--- src/include/drt_pkg.sv ---
// Package: register map, field positions, reset values and divider counts of the reload timer
package drt_pkg;
    // --------------------------------------------------------------------
    // Register byte offsets
    // --------------------------------------------------------------------
    localparam logic [7:0] DRT_OFF_CTRL = 8'h00;
    localparam logic [7:0] DRT_OFF_CLKSEL = 8'h04;
    localparam logic [7:0] DRT_OFF_CNT_LO = 8'h08;
    localparam logic [7:0] DRT_OFF_CNT_HI = 8'h0c;
    localparam logic [7:0] DRT_OFF_RLD_LO = 8'h10;
    localparam logic [7:0] DRT_OFF_RLD_HI = 8'h14;
    localparam logic [7:0] DRT_OFF_IRQ_EN = 8'h18;
    localparam logic [7:0] DRT_OFF_STATUS = 8'h1c;
    localparam logic [7:0] DRT_OFF_MASK = 8'h20;

    // --------------------------------------------------------------------
    // Control register bit positions
    // --------------------------------------------------------------------
    localparam int DRT_B_HFLAG = 7;
    localparam int DRT_B_LFLAG = 6;
    localparam int DRT_B_LEN = 5;
    localparam int DRT_B_CAPEN = 4;
    localparam int DRT_B_SPLIT = 3;
    localparam int DRT_B_RUN = 2;
    localparam int DRT_B_XCLK = 0;

    // Clock select register bit positions
    localparam int DRT_B_LSEL = 0;
    localparam int DRT_B_HSEL = 1;

    // Timer interrupt enable bit position
    localparam int DRT_B_TIE = 0;

    // Status and mask bit positions
    localparam int DRT_S_HOVF = 0;
    localparam int DRT_S_LOVF = 1;
    localparam int DRT_S_CAP = 2;
    localparam int DRT_NSTAT = 3;

    // --------------------------------------------------------------------
    // Reset values
    // --------------------------------------------------------------------
    localparam logic [7:0] DRT_RST_CTRL = 8'h00;
    localparam logic [1:0] DRT_RST_CLKSEL = 2'h0;
    localparam logic [7:0] DRT_RST_BYTE = 8'h00;
    localparam logic [2:0] DRT_RST_STAT = 3'h0;

    // --------------------------------------------------------------------
    // Timing counts
    // --------------------------------------------------------------------
    localparam int DRT_CORE_DIV = 12;
    localparam int DRT_EXT_DIV = 8;
    localparam logic [7:0] DRT_BYTE_MAX = 8'hff;
endpackage

--- src/include/drt_tick_if.sv ---
// Interface: clock select inputs and counting ticks between control and tick generator
`timescale 1ns/100ps
`default_nettype none
interface drt_tick_if;
    logic high_clock_select;
    logic low_clock_select;
    logic ext_clock_select;
    logic tick_hi;
    logic tick_lo;

    modport ctrl (output high_clock_select, output low_clock_select, output ext_clock_select,
                  input tick_hi, input tick_lo);
    modport gen (input high_clock_select, input low_clock_select, input ext_clock_select,
                 output tick_hi, output tick_lo);
endinterface
`default_nettype wire

--- src/rtl/drt_byte_cnt.sv ---
// Byte counter: increments on enable, reloads on wrap or forced reload, software load
`timescale 1ns/100ps
`default_nettype none
module drt_byte_cnt
    import drt_pkg::*;
#(
    parameter int WIDTH = 8
) (
    // Clock and reset
    input wire logic pclk,
    input wire logic presetn,
    // Counting control
    input wire logic inc,
    input wire logic reload_on_wrap,
    input wire logic force_reload,
    input wire logic [WIDTH-1:0] reload_val,
    // Software load
    input wire logic sw_load,
    input wire logic [WIDTH-1:0] sw_val,
    // State
    output logic [WIDTH-1:0] count,
    output logic wrap
);
    // ------------------------------------------------------------------
    // Counter
    // ------------------------------------------------------------------
    logic [WIDTH-1:0] cnt_r;
    logic [WIDTH-1:0] cnt_nxt;

    assign count = cnt_r;
    assign wrap = inc & (&cnt_r);
    // Software write wins over counting
    assign cnt_nxt = sw_load ? sw_val :
                     (force_reload | (wrap & reload_on_wrap)) ? reload_val :
                     inc ? cnt_r + {{(WIDTH-1){1'b0}}, 1'b1} : cnt_r;

    always_ff @(posedge pclk or negedge presetn) begin
        if (!presetn) begin
            cnt_r <= '0;
        end else begin
            cnt_r <= cnt_nxt;
        end
    end
endmodule
`default_nettype wire

--- src/rtl/drt_tick_gen.sv ---
// Tick generator: core clock, core clock / 12, and synchronised external oscillator / 8
`timescale 1ns/100ps
`default_nettype none
module drt_tick_gen
    import drt_pkg::*;
(
    // Clock and reset
    input wire logic pclk,
    input wire logic presetn,
    // External oscillator
    input wire logic ext_osc_i,
    // Tick carrier
    drt_tick_if.gen tk
);
    // ------------------------------------------------------------------
    // Dividers
    // ------------------------------------------------------------------
    logic [3:0] div12_r;
    logic ext_s1_r;
    logic ext_s2_r;
    logic ext_prev_r;
    logic [2:0] ext_cnt_r;
    logic tick_div12;
    logic ext_edge;
    logic tick_ext;
    logic tick_slow;

    assign tick_div12 = (div12_r == 4'(DRT_CORE_DIV - 1));
    assign ext_edge = ext_s2_r & ~ext_prev_r;
    assign tick_ext = ext_edge & (ext_cnt_r == 3'(DRT_EXT_DIV - 1));
    assign tick_slow = tk.ext_clock_select ? tick_ext : tick_div12;
    // Per-byte source choice
    assign tk.tick_hi = tk.high_clock_select ? 1'b1 : tick_slow;
    assign tk.tick_lo = tk.low_clock_select ? 1'b1 : tick_slow;

    // Core clock divided by 12
    always_ff @(posedge pclk or negedge presetn) begin
        if (!presetn) begin
            div12_r <= 4'h0;
        end else begin
            div12_r <= tick_div12 ? 4'h0 : div12_r + 4'h1;
        end
    end

    // Two-stage sync, then count rising edges by 8
    always_ff @(posedge pclk or negedge presetn) begin
        if (!presetn) begin
            ext_s1_r <= 1'b0;
            ext_s2_r <= 1'b0;
            ext_prev_r <= 1'b0;
            ext_cnt_r <= 3'h0;
        end else begin
            ext_s1_r <= ext_osc_i;
            ext_s2_r <= ext_s1_r;
            ext_prev_r <= ext_s2_r;
            if (ext_edge) begin
                ext_cnt_r <= ext_cnt_r + 3'h1;
            end
        end
    end
endmodule
`default_nettype wire

--- src/rtl/drt_timer.sv ---
// Dual mode reload timer: APB registers, 16-bit or split 8-bit counting, flags, interrupt
`timescale 1ns/100ps
`default_nettype none
module drt_timer
    import drt_pkg::*;
(
    // Clock and reset
    input wire logic pclk,
    input wire logic presetn,
    // APB slave
    input wire logic psel,
    input wire logic penable,
    input wire logic pwrite,
    input wire logic [7:0] paddr,
    input wire logic [31:0] pwdata,
    output logic [31:0] prdata,
    output logic pready,
    output logic pslverr,
    // Clock sources
    input wire logic ext_osc_i,
    input wire logic lf_osc_i,
    // Interrupt
    output logic irq_o
);
    // ------------------------------------------------------------------
    // Registers
    // ------------------------------------------------------------------
    logic [7:0] ctrl_r;
    logic [7:0] ctrl_nxt;
    logic [1:0] clksel_r;
    logic tie_r;
    logic [7:0] rld_lo_r;
    logic [7:0] rld_hi_r;
    logic [DRT_NSTAT-1:0] stat_r;
    logic [DRT_NSTAT-1:0] stat_nxt;
    logic [DRT_NSTAT-1:0] mask_r;
    logic [31:0] prdata_r;
    logic pready_r;
    logic pslverr_r;
    logic irq_r;
    logic lf_prev_r;

    // ------------------------------------------------------------------
    // APB decode
    // ------------------------------------------------------------------
    logic setup;
    logic done;
    logic wr;
    logic rd;
    logic hit_ctrl;
    logic hit_clksel;
    logic hit_cnt_lo;
    logic hit_cnt_hi;
    logic hit_rld_lo;
    logic hit_rld_hi;
    logic hit_irq_en;
    logic hit_status;
    logic hit_mask;
    logic mapped;
    logic [31:0] rd_mux;

    assign setup = psel & ~penable;
    assign done = psel & penable & pready_r;
    assign wr = done & pwrite;
    assign rd = done & ~pwrite;
    assign hit_ctrl = (paddr == DRT_OFF_CTRL);
    assign hit_clksel = (paddr == DRT_OFF_CLKSEL);
    assign hit_cnt_lo = (paddr == DRT_OFF_CNT_LO);
    assign hit_cnt_hi = (paddr == DRT_OFF_CNT_HI);
    assign hit_rld_lo = (paddr == DRT_OFF_RLD_LO);
    assign hit_rld_hi = (paddr == DRT_OFF_RLD_HI);
    assign hit_irq_en = (paddr == DRT_OFF_IRQ_EN);
    assign hit_status = (paddr == DRT_OFF_STATUS);
    assign hit_mask = (paddr == DRT_OFF_MASK);
    assign mapped = hit_ctrl | hit_clksel | hit_cnt_lo | hit_cnt_hi | hit_rld_lo | hit_rld_hi
                  | hit_irq_en | hit_status | hit_mask;

    // ------------------------------------------------------------------
    // Control fields
    // ------------------------------------------------------------------
    logic split;
    logic run;
    logic len;
    logic capen;

    assign split = ctrl_r[DRT_B_SPLIT];
    assign run = ctrl_r[DRT_B_RUN];
    assign len = ctrl_r[DRT_B_LEN];
    assign capen = ctrl_r[DRT_B_CAPEN];

    // ------------------------------------------------------------------
    // Tick generator
    // ------------------------------------------------------------------
    drt_tick_if tk ();

    assign tk.high_clock_select = clksel_r[DRT_B_HSEL];
    assign tk.low_clock_select = clksel_r[DRT_B_LSEL];
    assign tk.ext_clock_select = ctrl_r[DRT_B_XCLK];

    drt_tick_gen u_tick (
        .pclk(pclk),
        .presetn(presetn),
        .ext_osc_i(ext_osc_i),
        .tk(tk)
    );

    // ------------------------------------------------------------------
    // Byte counters
    // ------------------------------------------------------------------
    logic inc_lo;
    logic inc_hi;
    logic wrap_lo;
    logic wrap_hi;
    logic [7:0] cnt_lo;
    logic [7:0] cnt_hi;

    // Low byte free-runs in split mode, high byte gated by run
    assign inc_lo = split ? tk.tick_lo : (tk.tick_lo & run);
    assign inc_hi = split ? (tk.tick_hi & run) : wrap_lo;

    drt_byte_cnt #(.WIDTH(8)) u_lo (
        .pclk(pclk),
        .presetn(presetn),
        .inc(inc_lo),
        .reload_on_wrap(split),
        .force_reload(~split & wrap_hi),
        .reload_val(rld_lo_r),
        .sw_load(wr & hit_cnt_lo),
        .sw_val(pwdata[7:0]),
        .count(cnt_lo),
        .wrap(wrap_lo)
    );

    drt_byte_cnt #(.WIDTH(8)) u_hi (
        .pclk(pclk),
        .presetn(presetn),
        .inc(inc_hi),
        .reload_on_wrap(1'b1),
        .force_reload(1'b0),
        .reload_val(rld_hi_r),
        .sw_load(wr & hit_cnt_hi),
        .sw_val(pwdata[7:0]),
        .count(cnt_hi),
        .wrap(wrap_hi)
    );

    // ------------------------------------------------------------------
    // Events
    // ------------------------------------------------------------------
    logic lf_edge;
    logic cap;
    logic [DRT_NSTAT-1:0] ev;

    assign lf_edge = lf_osc_i ^ lf_prev_r;
    assign cap = capen & tie_r & lf_edge;
    assign ev[DRT_S_HOVF] = wrap_hi;
    assign ev[DRT_S_LOVF] = wrap_lo & len;
    assign ev[DRT_S_CAP] = cap;

    // Flags: hardware set wins over software write, never self-cleared
    always_comb begin
        ctrl_nxt = ctrl_r;
        if (wr && hit_ctrl) begin
            ctrl_nxt = pwdata[7:0];
            ctrl_nxt[1] = 1'b0;
        end
        if (wrap_hi) begin
            ctrl_nxt[DRT_B_HFLAG] = 1'b1;
        end
        if (wrap_lo) begin
            ctrl_nxt[DRT_B_LFLAG] = 1'b1;
        end
    end

    // Sticky status: a read clears only the bits it returned, so a late event survives
    assign stat_nxt = ((rd && hit_status) ? (stat_r & ~prdata_r[DRT_NSTAT-1:0]) : stat_r) | ev;

    // Read data mux
    assign rd_mux = hit_ctrl ? {24'h0, ctrl_r} :
                    hit_clksel ? {30'h0, clksel_r} :
                    hit_cnt_lo ? {24'h0, cnt_lo} :
                    hit_cnt_hi ? {24'h0, cnt_hi} :
                    hit_rld_lo ? {24'h0, rld_lo_r} :
                    hit_rld_hi ? {24'h0, rld_hi_r} :
                    hit_irq_en ? {31'h0, tie_r} :
                    hit_status ? {29'h0, stat_r} :
                    hit_mask ? {29'h0, mask_r} : 32'h0;

    // ------------------------------------------------------------------
    // Register file
    // ------------------------------------------------------------------
    always_ff @(posedge pclk or negedge presetn) begin
        if (!presetn) begin
            ctrl_r <= DRT_RST_CTRL;
            clksel_r <= DRT_RST_CLKSEL;
            tie_r <= 1'b0;
            stat_r <= DRT_RST_STAT;
            mask_r <= DRT_RST_STAT;
            lf_prev_r <= 1'b0;
        end else begin
            ctrl_r <= ctrl_nxt;
            stat_r <= stat_nxt;
            lf_prev_r <= lf_osc_i;
            if (wr && hit_clksel) begin
                clksel_r <= pwdata[1:0];
            end
            if (wr && hit_irq_en) begin
                tie_r <= pwdata[DRT_B_TIE];
            end
            if (wr && hit_mask) begin
                mask_r <= pwdata[DRT_NSTAT-1:0];
            end
        end
    end

    // Reload bytes: capture copy wins over software write
    always_ff @(posedge pclk or negedge presetn) begin
        if (!presetn) begin
            rld_lo_r <= DRT_RST_BYTE;
            rld_hi_r <= DRT_RST_BYTE;
        end else if (cap) begin
            rld_lo_r <= cnt_lo;
            rld_hi_r <= cnt_hi;
        end else begin
            if (wr && hit_rld_lo) begin
                rld_lo_r <= pwdata[7:0];
            end
            if (wr && hit_rld_hi) begin
                rld_hi_r <= pwdata[7:0];
            end
        end
    end

    // ------------------------------------------------------------------
    // APB answer and interrupt output
    // ------------------------------------------------------------------
    always_ff @(posedge pclk or negedge presetn) begin
        if (!presetn) begin
            pready_r <= 1'b0;
            pslverr_r <= 1'b0;
            prdata_r <= 32'h0;
            irq_r <= 1'b0;
        end else begin
            pready_r <= setup; // One wait-free access phase
            if (setup) begin
                pslverr_r <= ~mapped;
                prdata_r <= rd_mux;
            end
            irq_r <= tie_r & (|(stat_nxt & mask_r));
        end
    end

    assign prdata = prdata_r;
    assign pready = pready_r;
    assign pslverr = pslverr_r;
    assign irq_o = irq_r;
endmodule
`default_nettype wire

--- config.mk ---
export PLATFORM = sky130hd
export DESIGN_NAME = drt_timer
export DESIGN_NICKNAME = d
export VERILOG_FILES = /design/src/include/drt_pkg.sv /design/src/include/drt_tick_if.sv /design/src/rtl/drt_byte_cnt.sv /design/src/rtl/drt_tick_gen.sv /design/src/rtl/drt_timer.sv
export SDC_FILE = /design/constraint.sdc
export NUM_CORES = 1
export LEC_CHECK = 0
export BUFFER_PORTS_ARGS = -buffer_cell sky130_fd_sc_hd__buf_4
export CAP_MARGIN = 10
export CORE_MARGIN = 1.5
export CORE_UTILIZATION = 55
export CTS_CLUSTER_SIZE = 40
export DETAILED_ROUTE_END_ITERATION = 8
export GPL_TIMING_DRIVEN = 0
export PLACE_DENSITY = 0.88
export SYNTH_ARGS = -nofsm -noshare
export SYNTH_HDL_FRONTEND = slang
export SYNTH_SLANG_ARGS = --single-unit
--- constraint.sdc ---
create_clock -name pclk -period 3.83 [get_ports pclk]
set_input_delay 0.766 -clock pclk [delete_from_list [all_inputs] [get_ports pclk]]
set_output_delay 0.766 -clock pclk [all_outputs]
set_load 0.01 [all_outputs]
==> results.cfg, run 1 <==
[synth]
synth_top_cell_by_area = dfrtp_1
synth.cell_area_um2 = 4260
ys_seq_area_share_pct = 41.1
synth_cells = 442
synth_top_area_share_pct = 41.1
ys_warn_count = 0
synth-async-reset-ratio_pct = 100
synth_edf_count = 0
ys_ff_latch = 70
synth_cell_types = 67
ys.flop_type = dfrtp_1
synthTopCellsByArea = dfrtp_1 41%, mux2i_1 8.5%, nand2_1 4.9%
postSynthAreaPerCell_um2 = 9.64

[sta]
worstMarginPinSlew_ps = 889
final.period_utilization_pct = 65.2
whs_ps = 351
max_freq_ghz = 0.401
finalSetupViolations = 0
rsz0062_at_grt = no
drv_slew = 0
fin_skew_ps = 12.4
hold_violations = 0
timing.setup.tns_ps = 0
post-route-min-period_ps = 2500
relSlewSlack_pct = 40.7

[placed_design]
place_area_um2 = 4720
gp_congestion = 0.924
io_buffers = 33
dpl.hpwl_mm = 8.26

[layout]
fin_nets = 561
stdcell_area_um2 = 4940
multi_input_area_um2 = 2270
syn_to_final_growth_pct = 16.0
fill_cells = 597
antenna_cells = 0
final_util_pct = 67.1
ff_latch_area_um2 = 1750
drive_gt1_share_pct = 22.6

[clock_network]
tritoncts = yes
cts-resized-gates = 0
cts.clk_slew.worst_paths_ps = 80
cts_hold_buf = 0
cts_made_buffers = 9
cts_root_buf = clkbuf_8
cts_max_level = 3
clock_path_buffers = 2
cts.sinks = 70
postCtsSetupBuffers = 0
clock_latency_ps = 360

[critical_path]
required_ps = 4120
critPathMaxStageDelay_ps = 570
path_max_fanout = 10
criticalPathCategory = in -> reg
reg2reg_depth = 8
critPathCaptureType = register
cp.arrival_ps = 2790
worstPathCellList = buf_4, buf_2, nor3_2, nand2_1, a2111oi_0, o21ai_0, nand3_1
critPathSlowestCell = a2111oi_0
crit_path_start_kind = input port

[floorplanning]
die_h_um = 91.0
core_um2 = 7370
die-area_um2 = 8290
initial_core_util_pct = 57.8
io_pins = 82
die_x_um = 91.0
rows = 31

[routing]
vias = 3775
wl_mm = 11.4
drt_pre_antenna_iters = 5
postRouteAntennaNets = 0
avgRoutedWirePerCell_um = 18.6
vias_per_cell = 6.16
drt-initial-drc-count = 436
drc = 0

[global_routing]
grtUsageTotal_pct = 28.4
grt_pass1_wl_mm = 18.4
grt-ovfl-total = 0
antenna_found_initial = 0
grt_pass1_vias = 3619
grt_max_degree = 71

[hold_path]
hold-path-cell-count = 0
min_path_type = reg -> reg

[power]
p_sw_share_pct = 25.3
combPwrFrac_pct = 11.0
internal_power_mw = 1.23
p_per_area_nw_per_um2 = 332
p_clk_share_pct = 41.2
seq_power_share_pct = 47.8
p_sw_mw = 0.416
vdd_ir_drop_max_uv = 298
leakage_nw = 2.30
fin_total_pwr_mw = 1.64

[run]
maxCapViolCount = 0

[status]
outcome = complete, no violations
==> metal layers <==
metal | up-vias | routed length (um) | track usage [%]
li1 | 1697 | - | -
met5 | - | 0 | 0
met1 | 1803 | 4690 | 38.1
met3 | 34 | 1170 | 7.37
met4 | 0 | 278 | 10.8
met2 | 241 | 5260 | 44.0
==> per-stage QoR <==
step	setup WS, ps	cells
2_1_floorplan	1650	465
3_3_place_gp	1030	597
3_5_place_dp	1060	597
4_1_cts	1430	613
5_1_grt	1180	613
6_report	1330	613
==> registers in the layout (all words and copies together), names as in the netlist <==
signal / flops
prdata: 8
rld_hi_r: 8
rld_lo_r: 8
u_hi.count: 8
u_lo.count: 8
ctrl_r: 7
u_tick.div12_r: 4
mask_r: 3
stat_r: 3
u_tick.ext_cnt_r: 3
clksel_r: 2
irq_o: 1
lf_prev_r: 1
pready: 1
pslverr: 1
tie_r: 1
u_tick.ext_prev_r: 1
u_tick.ext_s1_r: 1
u_tick.ext_s2_r: 1
==> power by group through the flow <==
stage / Sequential, mW / Combinational (mW) / Clock [mW]
floorplan: 0.795 / 0.103 / 0
global placement: 0.796 / 0.170 / 0
detailed placement: 0.799 / 0.180 / 0
CTS: 0.784 / 0.180 / 0.683
global route: 0.788 / 0.201 / 0.717
finish: 0.784 / 0.181 / 0.677
==> cells in the final DEF (no fill, tap or decap), types with 4 or more instances in the layout <==
cell type	netlist	layout
clkbuf_1	11	11
o22ai_1	5	5
o32ai_1	5	5
a31oi_1	5	5
and3_1	5	5
xnor2_1	6	6
inv_1	7	7
dfrtp_1	70	70
conb_1	1	24
o21ai_1	20	20
nand2_1	56	56
nand2b_1	4	4
mux2i_1	36	36
nor2_1	13	13
buf_2	8	8
o21ai_0	17	17
clkbuf_8	0	10
xor2_1	6	6
nand3_1	15	15
buf_4	25	58
nor3_1	6	6
a22oi_1	7	7
a21oi_1	16	16
nor2b_1	8	8
mux2_2	15	15
ha_1	5	5
nand4_1	7	7
==> final cells by class <==
class | instances | share of cell area, %
Buffer | 47 | 6.00
Sequential cell | 70 | 35.4
Clock buffer | 10 | 2.78
Multi-Input combinational cell | 341 | 46.0
Inverter | 7 | 0.532
Timing Repair Buffer | 33 | 5.01
Tap cell | 99 | 2.51
Clock inverter | 6 | 1.72
==> Yosys cell counts, types with 3 or more instances <==
| library cell | number |
|---|---|
| nor2_1 | 13 |
| a22oi_1 | 7 |
| xor2_1 | 6 |
| nor4_1 | 3 |
| a21oi_1 | 16 |
| ha_1 | 5 |
| nand2b_1 | 4 |
| and4_1 | 3 |
| nand4_1 | 7 |
| o21ai_1 | 20 |
| nand2_1 | 56 |
| nor2b_1 | 8 |
| a31oi_1 | 5 |
| and3_1 | 5 |
| mux2i_1 | 36 |
| o21a_1 | 3 |
| o32ai_1 | 5 |
| dfrtp_1 | 70 |
| inv_1 | 7 |
| nand3_1 | 15 |
| o21ai_0 | 17 |
| nor3_1 | 6 |
| o22ai_1 | 5 |
| clkbuf_1 | 11 |
| buf_4 | 25 |
| buf_2 | 8 |
| xnor2_1 | 6 |
| mux2_2 | 15 |
| o211ai_1 | 3 |
| a2111oi_0 | 3 |
==> kinds of logic after synthesis <==
| group | after synthesis | synth area share (%) |
|---|---|---|
| multiplexers | 52 | 12.8 |
| flip-flops | 70 | 41.1 |
| other | 1 | 0.0880 |
| AND/OR/NAND/NOR | 142 | 18.1 |
| buffers and inverters | 54 | 7.57 |
| AO/OA/AOI/OAI | 106 | 16.4 |
| adder cells (fa/ha/maj) | 5 | 1.47 |
| XOR/XNOR | 12 | 2.47 |
==> critical path: cells and delay by family <==
| kind | cells | cell delay [ps] |
|---|---|---|
| AO/OA/AOI/OAI | 2 | 790 |
| AND/OR/NAND/NOR | 3 | 910 |
| buffers and inverters | 2 | 310 |
==> worst paths after layout <==
check | startpoint | end | slack (ps)
setup / recovery | paddr[4] | prdata[0]$_DFFE_PN0P_ | 1330
hold / removal | u_tick.ext_s1_r$_DFF_PN0_ | u_tick.ext_s2_r$_DFF_PN0_ | 350
setup reg to reg | u_hi.count[1]$_DFFE_PN0P_ | u_lo.count[7]$_DFFE_PN0P_ | 1350
hold reg to reg | u_tick.ext_s1_r$_DFF_PN0_ | u_tick.ext_s2_r$_DFF_PN0_ | 350
max in group asynchronous | presetn | u_hi.count[5]$_DFFE_PN0P_ | 2720
min in group asynchronous | presetn | irq_o$_DFF_PN0_ | 520
Power figures use the tool's default switching activity.
==> run 2: changes to the inputs <==
--- a/config.mk
+++ b/config.mk
@@ -5,6 +5,7 @@
 export SDC_FILE = /design/constraint.sdc
 export NUM_CORES = 1
 export LEC_CHECK = 0
+export ABC_AREA = 1
 export BUFFER_PORTS_ARGS = -buffer_cell sky130_fd_sc_hd__buf_4
 export CAP_MARGIN = 10
 export CORE_MARGIN = 1.5
==> constraint.sdc (replaced) <==
create_clock -name pclk -period 2.5 [get_ports pclk]
set_input_delay 0.5 -clock pclk [delete_from_list [all_inputs] [get_ports pclk]]
set_output_delay 0.5 -clock pclk [all_outputs]
set_load 0.01 [all_outputs]
==> run 2 against run 1 <==
Compared with the run above: sequential share of layout area rose by 0.23 points; register-to-register slack got worse by 990 ps; synthesized cell count rose by 26%; clock-buffer cell count fell by 1; combinational power rose by 42%; design area fell by 0.66%; worst setup slack got worse by 980 ps; clock skew fell by 1.5 ps; first-iteration DRC count fell by 22%; largest cell class unchanged; largest power group unchanged.
==> results.cfg, run 2 <==
[power]
vdd_ir_drop_max_uv = 441
leakage_nw = 2.53
p_per_area_nw_per_um2 = 515
fin_total_pwr_mw = 2.53

[critical_path]
critPathCaptureType = register
cp_num_buf_inv = 1
critPathMaxStageDelay_ps = 450
criticalPathCategory = reg -> reg
critPathSlowestCell = dfrtp_1
path_delay_family = simple AND/OR/NAND/NOR gates
required_ps = 2750
startpoint = u_lo.count[0]$_DFFE_PN0P_
cp.arrival_ps = 2400
path_max_fanout = 8
r2r-start = u_lo.count[0]$_DFFE_PN0P_
crit_path_start_kind = register
crit_path_frequent_cell = nand2_1
worstPathCellList = ha_1, nand2_2, inv_1, nand2_1, nor2_1, nand4_1, nand2_2, nand2_1, nand2_1, nand3_1, nand2_1, nand2_1

[routing]
vias_per_cell = 5.52
postRouteAntennaNets = 0
wl_mm = 11.4
drc = 0
vias = 4027
drt-initial-drc-count = 342
drt_pre_antenna_iters = 5
avgRoutedWirePerCell_um = 15.7

[layout]
fin_nets = 677
multi_input_area_um2 = 2080
final_common_cell = nand2_1
syn_to_final_growth_pct = 16.2
drive_gt1_share_pct = 19.0
antenna_cells = 0
final_cells = 729
fill_cells = 629
ff_latch_area_um2 = 1750
final_cell_mix = 147 x nand2_1, 70 x dfrtp_1, 61 x inv_1, 57 x buf_4, 51 x nand3_1

[synth]
synthTopCellsByArea = dfrtp_1 41%, nand2_1 13%, nand3_1 6.0%
synth_top_cell_by_area = dfrtp_1
synth.cell_area_um2 = 4230
synth-async-reset-ratio_pct = 100
synth_cells = 558
ys.flop_type = dfrtp_1
synth.most_common_cell = nand2_1
postSynthAreaPerCell_um2 = 7.57
synth_common_cells = 147 x nand2_1, 70 x dfrtp_1, 61 x inv_1
synth_cell_types = 39
ys_ff_latch = 70
ys_seq_area_share_pct = 41.5
synth_edf_count = 0
synth_top_area_share_pct = 41.5
ys_warn_count = 0

[clock_network]
postCtsSetupBuffers = 0
cts_root_buf = clkbuf_8
clock_path_buffers = 2
cts_hold_buf = 0
cts.clk_slew.worst_paths_ps = 90
cts-resized-gates = 0
cts.sinks = 70
tritoncts = yes
clock_latency_ps = 360
cts_made_buffers = 9
cts_max_level = 3

[floorplanning]
die-area_um2 = 8220
rows = 31
die_x_um = 90.7
initial_core_util_pct = 57.6
core_um2 = 7330
io_pins = 82
die_h_um = 90.7

[sta]
relSlewSlack_pct = 40.4
fin_skew_ps = 10.9
timing.setup.tns_ps = 0
rsz0062_at_grt = no
hold_violations = 0
finalSetupViolations = 0
final.period_utilization_pct = 85.8
worstMarginPinSlew_ps = 893
setup_slack_ps = 356
post-route-min-period_ps = 2140
drv_slew = 0
max_freq_ghz = 0.466

[placed_design]
numPlacedInstances = 713
gp_congestion = 0.922
io_buffers = 33
dp_slack_ps = 344
dpl.hpwl_mm = 8.54

[global_routing]
grt_pass1_wl_mm = 18.6
grt_max_degree = 71
antenna_found_initial = 0
grt-ovfl-total = 0
grt_pass1_vias = 3851
grtUsageTotal_pct = 28.9

[run]
maxCapViolCount = 0

[hold_path]
min_path_type = in -> async

[status]
outcome = complete, no violations
run 2: changes by cell type after synthesis, sizes merged, moves of 10 or more:
| cell | before | now |
|---|---|---|
| nand3 | 16 | 54 |
| clkbuf | 12 | 2 |
| mux2 | 16 | 2 |
| nand2 | 56 | 160 |
| nor2 | 16 | 51 |
| o211ai | 3 | 16 |
| mux2i | 36 | 0 |
| inv | 7 | 67 |
run 2: routing by layer:
metal	vias up	share of wire [%]	GRT usage, %
met1	1895	41	36.3
met4	0	2.7	12.8
met3	27	9.2	6.48
met5	-	0	0
met2	201	47	47.6
li1	1904	-	-
run 2: kinds of logic after synthesis:
logic type      synth area share [%]
simple gates                    30.3
flops                           41.5
mux                            0.533
compound gates                  12.8
fa+ha+maj                       1.48
xor+xnor                        2.07
buf+inv                         11.3
other cells                   0.0888
run 2: area by class of cell:
| class | instances | share of cell area, % |
|---|---|---|
| plain buffers | 31 | 4.59 |
| clock buffers | 9 | 2.52 |
| clock inverters | 7 | 2.09 |
| inverters | 67 | 5.12 |
| multi-input cells | 413 | 42.4 |
| flip-flops and latches | 70 | 35.7 |
| well taps | 99 | 2.52 |
| repair buffers | 33 | 5.05 |
run 2: worst reg2reg max path: cells and delay by family (launching register included):
kind          cells  cell delay [ps]
fa+ha+maj         1              220
simple gates     10             1260
flops             1              450
buf+inv           1              110
run 2: final timing paths:
kind,end,slack (ps),cells after the start
min in group pclk,u_tick.ext_s1_r$_DFF_PN0_,250,1
hold / removal,u_tick.div12_r[2]$_DFF_PN0_,250,1
setup / recovery,u_hi.count[5]$_DFFE_PN0P_,360,12
hold reg to reg,u_tick.ext_s2_r$_DFF_PN0_,370,0
setup reg to reg,u_hi.count[5]$_DFFE_PN0P_,360,12
max in group asynchronous,ctrl_r[6]$_DFFE_PN0P_,1650,1
run 2: stage by stage:
| step | utilization, % | hold WS, ps | instance area (um^2) |
|---|---|---|---|
| after detailed placement | 63.9 | 356 | 4680 |
| after global routing | 67.0 | 238 | 4910 |
| after CTS | 67.0 | 246 | 4910 |
| after floorplan | - | 204 | 4310 |
| after global placement | 63.9 | 331 | 4680 |
| final | 67.0 | 251 | 4910 |
run 2: where the power goes:
| part | total [mW] | switching [mW] | internal, mW |
|---|---|---|---|
| clock | 1.06 | 0.487 | 0.576 |
| combinational | 0.257 | 0.140 | 0.117 |
| sequential | 1.21 | 0.0291 | 1.18 |
| total | 2.53 | 0.656 | 1.87 |
==> run 3: changes to the inputs <==
--- a/config.mk
+++ b/config.mk
@@ -8,12 +8,14 @@
 export ABC_AREA = 1
 export BUFFER_PORTS_ARGS = -buffer_cell sky130_fd_sc_hd__buf_4
 export CAP_MARGIN = 10
+export CELL_PAD_IN_SITES_DETAIL_PLACEMENT = 1
+export CELL_PAD_IN_SITES_GLOBAL_PLACEMENT = 1
 export CORE_MARGIN = 1.5
-export CORE_UTILIZATION = 55
+export CORE_UTILIZATION = 40
 export CTS_CLUSTER_SIZE = 40
 export DETAILED_ROUTE_END_ITERATION = 8
 export GPL_TIMING_DRIVEN = 0
-export PLACE_DENSITY = 0.88
+export PLACE_DENSITY = 0.89
 export SYNTH_ARGS = -nofsm -noshare
 export SYNTH_HDL_FRONTEND = slang
 export SYNTH_SLANG_ARGS = --single-unit
==> run 3 against run 2 <==
Compared with the run above: worst setup slack improved by 6.4 ps; sequential cell count unchanged; combinational power grew 4%.
==> results.cfg, run 3 (synthesized netlist as in run 2, its figures left out) <==
[critical_path]
crit_path_start_kind = register
worstPathCellList = ha_1, nand2_2, inv_1, nand2_1, nor2_1, nand4_1, nand2_2, nand2_1, nand2_1, nand3_1, nand2_1, nand2_1
criticalPathCategory = reg -> reg
crit_path_frequent_cell = nand2_1
critPathSlowestCell = dfrtp_1
required_ps = 2750
cp_num_buf_inv = 1
path_delay_family = simple AND/OR/NAND/NOR gates
critPathMaxStageDelay_ps = 460
cp.arrival_ps = 2390
critPathCaptureType = register
path_max_fanout = 8

[sta]
finalSetupViolations = 0
rsz0062_at_grt = no
max_freq_ghz = 0.468
relSlewSlack_pct = 38.1
worstMarginPinSlew_ps = 929
hold_violations = 0
timing.setup.tns_ps = 0
final.period_utilization_pct = 85.5
fin_skew_ps = 9.80
post-route-min-period_ps = 2140
drv_slew = 0

[clock_network]
clock_path_buffers = 2
cts_hold_buf = 0
tritoncts = yes
cts.clk_slew.worst_paths_ps = 70
clock_latency_ps = 350
cts_made_buffers = 9
cts_root_buf = clkbuf_8
postCtsSetupBuffers = 0
cts-resized-gates = 0
cts.sinks = 70
cts_max_level = 3

[power]
vdd_ir_drop_max_uv = 223
fin_total_pwr_mw = 2.31
leakage_nw = 2.50
p_per_area_nw_per_um2 = 473

[layout]
syn_to_final_growth_pct = 15.9
fin_nets = 677
drive_gt1_share_pct = 18.4
final_common_cell = nand2_1
final_cells = 765
stdcell_area_um2 = 4900
fill_cells = 1325
final_util_pct = 47.7
final_cell_mix = 147 x nand2_1, 70 x dfrtp_1, 61 x inv_1, 57 x buf_4, 51 x nand3_1
antenna_cells = 0

[placed_design]
dpl.hpwl_mm = 9.77
numPlacedInstances = 750
gp_congestion = 0.854
place_area_um2 = 4730
io_buffers = 33

[floorplanning]
die_h_um = 106
core_um2 = 10300
die-area_um2 = 11200
io_pins = 82
rows = 37
die_x_um = 106
initial_core_util_pct = 41.1

[global_routing]
grt_pass1_wl_mm = 20.7
antenna_found_initial = 0
grt_max_degree = 71
grt-ovfl-total = 0
grtUsageTotal_pct = 24.1
grt_pass1_vias = 4206

[hold_path]
min_path_type = in -> reg

[routing]
drt_pre_antenna_iters = 4
drt-met1-wl_mm = 5.36
wl_mm = 12.5
avgRoutedWirePerCell_um = 16.4
dr_wl_met2_mm = 6.27
vias = 3949
vias_per_cell = 5.16
routed.top_layer = met4
postRouteAntennaNets = 0
wl_met3_um = 480
drc = 0
drt-initial-drc-count = 168

[run]
maxCapViolCount = 0

[status]
outcome = complete, no violations
-- run 3: cell types whose count changed in the layout (fill, tap and decap cells not counted) --
cell	previous run	this run
inv_6	4	0
clkbuf_1	2	5
bufinv_16	2	0
clkbuf_8	9	11
clkinv_2	0	1
clkinvlp_4	1	0
-- run 3: final timing paths --
| kind | to | depth (start not counted) | startpoint | slack [ps] |
|---|---|---|---|---|
| hold / removal | u_tick.ext_s1_r$_DFF_PN0_ | 1 | ext_osc_i | 260 |
| min in group asynchronous | u_tick.div12_r[3]$_DFF_PN0_ | 1 | presetn | 280 |
| setup reg to reg | u_hi.count[5]$_DFFE_PN0P_ | 12 | u_lo.count[0]$_DFFE_PN0P_ | 360 |
| setup / recovery | u_hi.count[5]$_DFFE_PN0P_ | 12 | u_lo.count[0]$_DFFE_PN0P_ | 360 |
| max in group asynchronous | ctrl_r[6]$_DFFE_PN0P_ | 1 | presetn | 1620 |
| hold reg to reg | u_tick.ext_s2_r$_DFF_PN0_ | 0 | u_tick.ext_s1_r$_DFF_PN0_ | 350 |
-- run 3: metal layers --
layer / global-route usage [%] / vias to the layer above
met5: 0 / -
li1: - / 1905
met1: 29.1 / 1926
met3: 3.40 / 26
met2: 41.7 / 92
met4: 12.3 / 0
-- run 3: cell type report --
class	count	area, um^2	share of cell area, %
timing repair buffer	33	248	5.06
sequential	70	1750	35.8
clock buffer	14	163	3.32
clock inverter	1	5.00	0.102
buffer	31	225	4.60
inverter	67	251	5.14
tap	136	170	3.47
multi-input combinational	413	2080	42.5
-- run 3: through the flow --
step | setup slack (ps) | hold slack (ps)
final | 362 | 257
after global routing | 183 | 240
after CTS | 383 | 243
after detailed placement | 347 | 336
after global placement | 408 | 337
after floorplan | 747 | 204
-- run 3: worst reg2reg max path: cells and delay by family, from the launching register on --
| kind | cells | cell delay [ps] |
|---|---|---|
| flip-flops | 1 | 460 |
| AND/OR/NAND/NOR | 10 | 1220 |
| buffers and inverters | 1 | 120 |
| adder cells (fa/ha/maj) | 1 | 220 |
-- run 3: power breakdown --
| group | switching (mW) | internal [mW] | total [mW] |
|---|---|---|---|
| registers | 0.0336 | 1.18 | 1.21 |
| clock network | 0.424 | 0.409 | 0.833 |
| logic | 0.147 | 0.121 | 0.268 |
| total | 0.604 | 1.71 | 2.31 |
